<file path="src/include/opdec_defs.svh">
// Purpose: Constants for the operand field decoder.
// Assumes: Field codes as laid out in the opcode.
// Notes: Definitions only.
`ifndef OPDEC_DEFS_SVH
`define OPDEC_DEFS_SVH
`define OPDEC_G_CODE_MEM 3'h6
`define OPDEC_P_CODE_ZERO 2'h0
`define OPDEC_P_CODE_ONE 2'h1
`define OPDEC_P_CODE_PTR 2'h2
`define OPDEC_P_CODE_TOP 2'h3
`define OPDEC_RST_SHIFT 3
`define OPDEC_FLAG_Z 1
`define OPDEC_FLAG_C 0
`define OPDEC_FLAG_PV 2
`define OPDEC_FLAG_S 7
`define OPDEC_HI_MSB 15
`define OPDEC_HI_LSB 8
`define OPDEC_LO_MSB 7
`define OPDEC_LO_LSB 0
`define OPDEC_RST_FLAG 1'h0
`define OPDEC_RST_HALF 8'h00
`define OPDEC_RST_MASK 8'h00
`define OPDEC_RST_ADDR 8'h00
`endif

</file>
<file path="src/include/opdec_pkg.sv">
// Purpose: Types for the operand field decoder.
// Assumes: Nothing beyond the defs header.
// Notes: Encodings are the register file select codes.
package opdec_pkg;
  typedef enum logic [2:0] {
    OPDEC_BREG_B = 3'h0,
    OPDEC_BREG_C = 3'h1,
    OPDEC_BREG_D = 3'h2,
    OPDEC_BREG_E = 3'h3,
    OPDEC_BREG_PH = 3'h4,
    OPDEC_BREG_PL = 3'h5,
    OPDEC_BREG_NONE = 3'h6,
    OPDEC_BREG_ACC = 3'h7
  } opdec_breg_t;
  typedef enum logic [2:0] {
    OPDEC_PAIR_ZERO = 3'h0,
    OPDEC_PAIR_ONE = 3'h1,
    OPDEC_PAIR_MEMPTR = 3'h2,
    OPDEC_PAIR_STACK = 3'h3,
    OPDEC_PAIR_IDX1 = 3'h4,
    OPDEC_PAIR_IDX2 = 3'h5,
    OPDEC_PAIR_ACCF = 3'h6
  } opdec_pair_t;
  typedef enum logic [1:0] {
    OPDEC_KIND_GENERAL = 2'h0,
    OPDEC_KIND_IDX1 = 2'h1,
    OPDEC_KIND_IDX2 = 2'h2,
    OPDEC_KIND_STACKOP = 2'h3
  } opdec_kind_t;
endpackage : opdec_pkg

</file>
<file path="src/include/opdec_if.sv">
// Purpose: Pair field request and answer between decoder modules.
// Assumes: Single clock domain.
// Notes: Combinational lookup.
`timescale 1ns/100ps
interface opdec_if;
  logic [1:0] code;
  opdec_pkg::opdec_kind_t kind;
  opdec_pkg::opdec_pair_t pair;
  modport requester (output code, output kind, input pair);
  modport decoder (input code, input kind, output pair);
endinterface : opdec_if

</file>
<file path="src/logic/opdec_top.sv">
// Purpose: Operand field decoder for the 8-bit core.
// Assumes: Fields are synchronous to clk_i, answers one cycle later.
//   The opcode decode sets pair_kind_i for the pair field in use.
// Notes: All outputs registered.
//   Flag bits: carry 0, zero 1, parity/overflow 2, sign 7.
// Operation
// RQ1: Byte field 000..101 picks B,C,D,E,pair high,pair low; 111 the acc.
// RQ2: General pair field 00,01,10,11 picks pair zero, one, pointer, stack.
// RQ3: Indexed pair fields swap code 10 for the first or second index reg.
// RQ4: Stack op pair field code 11 picks the accumulator flags pair.
// RQ5: Half select routes bits 15..8 for high and 7..0 for low.
// RQ6: Bit field is a straight binary bit index 0 to 7.
// RQ7: Condition 000/001 tests zero clear/set, 010/011 carry clear/set.
// RQ8: Condition 100/101 tests parity odd/even, 110/111 sign plus/minus.
// RQ9: Restart field times eight gives the page zero call target.
// RQ10: Byte field 110 selects no register and flags a memory operand.
`timescale 1ns/100ps
`include "opdec_defs.svh"
module opdec_top (
  input wire logic clk_i,
  input wire logic nrst_i,
  input wire logic [2:0] byte_code_i,
  input wire logic [1:0] pair_code_i,
  input wire opdec_pkg::opdec_kind_t pair_kind_i,
  input wire logic [15:0] pair_value_i,
  input wire logic half_high_i,
  input wire logic [2:0] bit_code_i,
  input wire logic [2:0] cond_code_i,
  input wire logic [7:0] flags_i,
  input wire logic [2:0] rst_code_i,
  output opdec_pkg::opdec_breg_t byte_sel_o,
  output logic byte_mem_o,
  output opdec_pkg::opdec_pair_t pair_sel_o,
  output logic [7:0] pair_half_o,
  output logic [7:0] bit_mask_o,
  output logic cond_true_o,
  output logic [7:0] rst_addr_o
);
  opdec_if pif ();

  assign pif.code = pair_code_i;
  assign pif.kind = pair_kind_i;

  opdec_pair u_pair (
    .pif(pif.decoder)
  );

  // Flag byte bit tested by each pair of condition codes
  function automatic logic flag_pick(input logic [1:0] group,
                                     input logic [7:0] fl);
    logic bitv;
    bitv = 1'b0;
    case (group)
      2'h0: bitv = fl[`OPDEC_FLAG_Z];
      2'h1: bitv = fl[`OPDEC_FLAG_C];
      2'h2: bitv = fl[`OPDEC_FLAG_PV];
      default: bitv = fl[`OPDEC_FLAG_S];
    endcase
    return bitv;
  endfunction : flag_pick

  // Even code branches on a clear flag, odd on a set one
  function automatic logic cond_eval(input logic [2:0] f,
                                     input logic [7:0] fl);
    logic hit;
    hit = 1'b0;
    case (f)
      // RQ7 zero and carry
      3'h0: hit = ~flag_pick(2'h0, fl);
      3'h1: hit = flag_pick(2'h0, fl);
      3'h2: hit = ~flag_pick(2'h1, fl);
      3'h3: hit = flag_pick(2'h1, fl);
      // RQ8 parity and sign
      3'h4: hit = ~flag_pick(2'h2, fl);
      3'h5: hit = flag_pick(2'h2, fl);
      3'h6: hit = ~flag_pick(2'h3, fl);
      3'h7: hit = flag_pick(2'h3, fl);
      default: hit = 1'b0;
    endcase
    return hit;
  endfunction : cond_eval

  // Byte field to register select; code 110 names no register
  function automatic opdec_pkg::opdec_breg_t byte_decode(
      input logic [2:0] code);
    opdec_pkg::opdec_breg_t sel;
    sel = opdec_pkg::OPDEC_BREG_NONE;
    case (code)
      3'h0: sel = opdec_pkg::OPDEC_BREG_B;
      3'h1: sel = opdec_pkg::OPDEC_BREG_C;
      3'h2: sel = opdec_pkg::OPDEC_BREG_D;
      3'h3: sel = opdec_pkg::OPDEC_BREG_E;
      3'h4: sel = opdec_pkg::OPDEC_BREG_PH;
      3'h5: sel = opdec_pkg::OPDEC_BREG_PL;
      `OPDEC_G_CODE_MEM: sel = opdec_pkg::OPDEC_BREG_NONE;
      3'h7: sel = opdec_pkg::OPDEC_BREG_ACC;
      default: sel = opdec_pkg::OPDEC_BREG_NONE;
    endcase
    return sel;
  endfunction : byte_decode

  // Memory operand when the byte field selects no register
  function automatic logic byte_is_mem(input logic [2:0] code);
    return byte_decode(code) == opdec_pkg::OPDEC_BREG_NONE;
  endfunction : byte_is_mem

  // Upper byte for the high half, lower byte otherwise
  function automatic logic [7:0] half_pick(input logic [15:0] value,
                                           input logic high);
    logic [7:0] half;
    half = value[`OPDEC_LO_MSB:`OPDEC_LO_LSB];
    if (high) begin
      half = value[`OPDEC_HI_MSB:`OPDEC_HI_LSB];
    end
    return half;
  endfunction : half_pick

  // Slot times eight; the top two bits stay zero for page zero
  function automatic logic [7:0] rst_target(input logic [2:0] slot);
    logic [7:0] target;
    target = {5'h00, slot};
    return target << `OPDEC_RST_SHIFT;
  endfunction : rst_target

  // One-hot position test for the bit index field
  function automatic logic mask_bit(input logic [2:0] code,
                                    input int idx);
    return code == 3'(idx);
  endfunction : mask_bit

  // Next values of the output flops
  opdec_pkg::opdec_breg_t byte_sel_nxt;
  logic byte_mem_nxt;
  opdec_pkg::opdec_pair_t pair_sel_nxt;
  logic [7:0] pair_half_nxt;
  logic [7:0] bit_mask_nxt;
  logic cond_true_nxt;
  logic [7:0] rst_addr_nxt;

  // RQ1 byte register decode
  assign byte_sel_nxt = byte_decode(byte_code_i);
  // RQ10 memory operand decode
  assign byte_mem_nxt = byte_is_mem(byte_code_i);
  // RQ2 pair lookup answer
  assign pair_sel_nxt = pif.pair;
  // RQ5 half routing
  assign pair_half_nxt = half_pick(pair_value_i, half_high_i);
  // RQ7 RQ8 condition test
  assign cond_true_nxt = cond_eval(cond_code_i, flags_i);
  // RQ9 restart target
  assign rst_addr_nxt = rst_target(rst_code_i);

  // RQ6 one-hot bit index
  for (genvar gi = 0; gi < 8; gi++) begin : g_mask
    assign bit_mask_nxt[gi] = mask_bit(bit_code_i, gi);
  end

  // Output flops; every answer lags its fields by one edge
  // RQ1 byte register select
  always_ff @(posedge clk_i or negedge nrst_i) begin
    if (!nrst_i) begin
      byte_sel_o <= opdec_pkg::OPDEC_BREG_B;
    end else begin
      byte_sel_o <= byte_sel_nxt;
    end
  end

  // RQ10 memory operand flag
  always_ff @(posedge clk_i or negedge nrst_i) begin
    if (!nrst_i) begin
      byte_mem_o <= `OPDEC_RST_FLAG;
    end else begin
      byte_mem_o <= byte_mem_nxt;
    end
  end

  // Kind must name the field that the opcode carries
  // RQ2 registered pair select
  always_ff @(posedge clk_i or negedge nrst_i) begin
    if (!nrst_i) begin
      pair_sel_o <= opdec_pkg::OPDEC_PAIR_ZERO;
    end else begin
      pair_sel_o <= pair_sel_nxt;
    end
  end

  // RQ5 half routing register
  always_ff @(posedge clk_i or negedge nrst_i) begin
    if (!nrst_i) begin
      pair_half_o <= `OPDEC_RST_HALF;
    end else begin
      pair_half_o <= pair_half_nxt;
    end
  end

  // RQ6 bit mask register
  always_ff @(posedge clk_i or negedge nrst_i) begin
    if (!nrst_i) begin
      bit_mask_o <= `OPDEC_RST_MASK;
    end else begin
      bit_mask_o <= bit_mask_nxt;
    end
  end

  // Flags must be those in force for this opcode
  // RQ7 RQ8 condition register
  always_ff @(posedge clk_i or negedge nrst_i) begin
    if (!nrst_i) begin
      cond_true_o <= `OPDEC_RST_FLAG;
    end else begin
      cond_true_o <= cond_true_nxt;
    end
  end

  // RQ9 restart target register
  always_ff @(posedge clk_i or negedge nrst_i) begin
    if (!nrst_i) begin
      rst_addr_o <= `OPDEC_RST_ADDR;
    end else begin
      rst_addr_o <= rst_addr_nxt;
    end
  end
endmodule : opdec_top

</file>
<file path="src/logic/opdec_pair.sv">
// Purpose: Decode a two bit pair field to a pair select.
// Assumes: Field kind chosen by the opcode decode.
// Notes: Purely combinational.
`timescale 1ns/100ps
`include "opdec_defs.svh"
module opdec_pair (
  opdec_if.decoder pif
);
  always_comb begin
    case (pif.code)
      `OPDEC_P_CODE_ZERO: pif.pair = opdec_pkg::OPDEC_PAIR_ZERO;
      `OPDEC_P_CODE_ONE: pif.pair = opdec_pkg::OPDEC_PAIR_ONE;
      `OPDEC_P_CODE_PTR: begin
        // RQ3 index pair swap
        case (pif.kind)
          opdec_pkg::OPDEC_KIND_IDX1: pif.pair = opdec_pkg::OPDEC_PAIR_IDX1;
          opdec_pkg::OPDEC_KIND_IDX2: pif.pair = opdec_pkg::OPDEC_PAIR_IDX2;
          // RQ2 memory pointer pair
          default: pif.pair = opdec_pkg::OPDEC_PAIR_MEMPTR;
        endcase
      end
      default: begin
        // RQ4 stack op uses accumulator pair
        if (pif.kind == opdec_pkg::OPDEC_KIND_STACKOP) begin
          pif.pair = opdec_pkg::OPDEC_PAIR_ACCF;
        end else begin
          pif.pair = opdec_pkg::OPDEC_PAIR_STACK;
        end
      end
    endcase
  end
endmodule : opdec_pair

</file>
<file path="config.mk">
export PLATFORM = sky130hd
export DESIGN_NAME = opdec_top
export DESIGN_NICKNAME = d
export VERILOG_FILES = /design/src/include/opdec_pkg.sv /design/src/include/opdec_if.sv /design/src/logic/opdec_top.sv /design/src/logic/opdec_pair.sv
export VERILOG_INCLUDE_DIRS = /design/src /design/src/include
export SDC_FILE = /design/constraint.sdc
export NUM_CORES = 1
export LEC_CHECK = 0
export ABC_AREA = 1
export BUFFER_PORTS_ARGS = -buffer_cell sky130_fd_sc_hd__buf_2
export CORE_ASPECT_RATIO = 1.1
export CORE_MARGIN = 2
export CORE_UTILIZATION = 37
export CTS_BUF_LIST = sky130_fd_sc_hd__clkbuf_2
export DETAILED_ROUTE_END_ITERATION = 10
export GPL_ROUTABILITY_DRIVEN = 0
export PLACE_DENSITY_LB_ADDON = 0.15
export SLEW_MARGIN = 20
export SYNTH_ARGS = -nofsm -noshare
export SYNTH_HDL_FRONTEND = slang
export SYNTH_SLANG_ARGS = --single-unit
</file>
<file path="constraint.sdc">
create_clock -name clk_i -period 0.8 [get_ports clk_i]
set_input_delay 0.12 -clock clk_i [delete_from_list [all_inputs] [get_ports clk_i]]
set_output_delay 0.12 -clock clk_i [all_outputs]
set_load 0.01 [all_outputs]
</file>
==> impl_metrics.yaml <==
outcome:
  outcome: "finished with violations"
  violations: "negative setup slack"
cells_and_area:
  drive_above_1_share_pct: 44.5
  final_area_um2: 1770
  fillers: 229
  synthToLayoutAreaGrowth_pct: 69.2
  diodes: 0
  final_common_cell: "buf_2"
  final_nets: 228
  final_cell_mix: "buf_2, dlygate4sd3_1, dfrtp_1"
  fin_util_pct: 64.7
global_routing:
  grt_pass1_wl_mm: 3.60
  track_usage_pct: 15.9
  grt_max_degree: 17
  overflow: 0
  antenna_found_initial: 0
  grt_pass1_vias: 901
worst_setup_path:
  path_buf_inv: 1
  worstSetupEndpointType: "output pin"
  cp_max_fo: 1
  path_cells: "buf_2"
  slowest_delay_ns: 0.42
  path_delay_family: "flip-flops"
  required_ns: 0.68
  start_kind: "register"
  critPathKind: "register to output pin"
  crit_arrival_ns: 0.89
  cp_slowest_cell: "dfrtp_1"
power_and_ir_drop:
  p_int_w: 0.00189
  vdd_ir_drop_max_mv: 0.921
  power.share.sequential_pct: 58.4
  p_sw_w: 0.000621
  clockPowerShare_pct: 19.8
  combPwrFrac_pct: 21.8
  switching_share_pct: 24.7
  leakage_nw: 0.991
  power_density_nw_per_um2: 1420
detailed_routing:
  finalWirelength_mm: 2.42
  drt_iter0_drc: 15
  vias: 912
  ant_nets: 0
  post_drt_via_cell_ratio: 4.24
  firstDrtPassIters: 3
  wl_per_cell_um: 11.3
  drc: 0
yosys:
  yosys_warnings: 0
  ys_seq_elements: 27
  netlist_instances: 85
  synth_seq_area_share_pct: 64.7
  synth.distinct_cells: 12
  avgSynthCellArea_um2: 12.3
  syn_area_um2: 1040
timing:
  min_period_ns: 1.01
  hold_ws_ns: 0.112
  finalHoldViolCount: 0
  max_freq_mhz: 990
  setup_viol: 27
  fin_crit_sh_pct: 126
  fin_ws_ns: -0.210
  maxSlewViolCount: 0
  rsz0062_at_grt: "true"
floorplan:
  die_y_um: 59.7
  pin_count: 75
  start_util_pct: 38.3
  coreArea_um2: 2730
  rows: 20
  dieArea_um2: 3260
  die_w_um: 54.6
clock_network:
  clock_path_buffers: 2
  cts.clk_slew.worst_paths_ns: 0.22
  cts_tree: "done"
  post_cts.repair.setup_buffers: 0
  clock_sinks: 27
  numCtsBuffers: 3
  clock-root-buffer: "clkbuf_2"
  htreeDepth: 1
placement:
  post-dp-hpwl_mm: 1.66
  post_dp_cell_area_um2: 1400
  pre_cts_ws_ns: -0.0447
  port_buffers: 65
min_path:
  hp-class: "input port to register"
job:
  cap_violations: 0
## synthesized netlist by cell type
| cell type | instances | area (um2) |
|---|---|---|
| ha_1 | 2 | 25.0 |
| inv_1 | 14 | 52.6 |
| nand2_1 | 11 | 41.3 |
| nor2_1 | 3 | 11.3 |
| o21ai_0 | 1 | 5.00 |
| dfrtp_1 | 27 | 676 |
| buf_6 | 1 | 11.3 |
| nor3_1 | 8 | 40.0 |
| buf_4 | 5 | 37.5 |
| mux2_4 | 8 | 120 |
| conb_1 | 1 | 3.75 |
| nand3_1 | 4 | 20.0 |
## area by class of cell
type,count,area [um2],area share (%)
inverter,14,52.6,2.98
timing repair buffer,95,679,38.5
sequential,27,676,38.3
tap,33,41.3,2.34
clock buffer,4,20.0,1.13
multi-input combinational,42,297,16.8
## power by group through the flow
stage	Clock, W	Sequential, W	Combinational [W]
floorplan	0	0.00154	0.000151
global placement	0	0.00149	0.000404
detailed placement	0	0.00149	0.000419
CTS	0.000527	0.00146	0.000527
global route	0.000581	0.00148	0.000604
finish	0.000499	0.00147	0.000548
## final timing paths
check | start | endpoint | slack [ns] | cells after the start
min | cond_code_i[2] | cond_true_o$_DFF_PN0_ | 0.11 | 4
max | cond_true_o$_DFF_PN0_ | cond_true_o | -0.21 | 1
min in group asynchronous | nrst_i | byte_mem_o$_DFF_PN0_ | 0.16 | 2
max in group asynchronous | nrst_i | bit_mask_o[6]$_DFF_PN0_ | 0.27 | 3
## kinds of logic after synthesis
family / Yosys count / synth area share, %
AND/OR/NAND/NOR: 26 / 10.8
AO/OA/AOI/OAI: 1 / 0.479
buffers and inverters: 20 / 9.71
other: 1 / 0.359
multiplexers: 8 / 11.5
adder cells (fa/ha/maj): 2 / 2.40
flip-flops: 27 / 64.7
## state kept, by name (all words and copies together) (netlist names)
register,flops
rst_addr_o,3
cond_true_o,1
byte_mem_o,1
byte_sel_o,3
bit_mask_o,8
pair_sel_o,3
pair_half_o,8
## layer usage
metal  wire [um]  track usage [%]
met4          24             7.50
met2        1430             31.3
met5           0                0
met1         815             14.6
met3         153             3.25
## what timing repair did
action | CTS | global route
setup endpoints to repair | 27 | 28
resized for setup | 0 | 10
endpoints found under the hold margin | 53 | 0
hold buffers | 29 | 0
## stage by stage
stage | TNS (ns) | instances | total power [W]
2_1_floorplan | 0 | 89 | 0.00169
3_5_place_dp | -0.285 | 182 | 0.00191
3_3_place_gp | -0.0495 | 182 | 0.00189
5_1_grt | -7.51 | 215 | 0.00266
4_1_cts | -6.11 | 215 | 0.00252
6_report | -5.32 | 215 | 0.00251
Power figures use the tool's default switching activity.
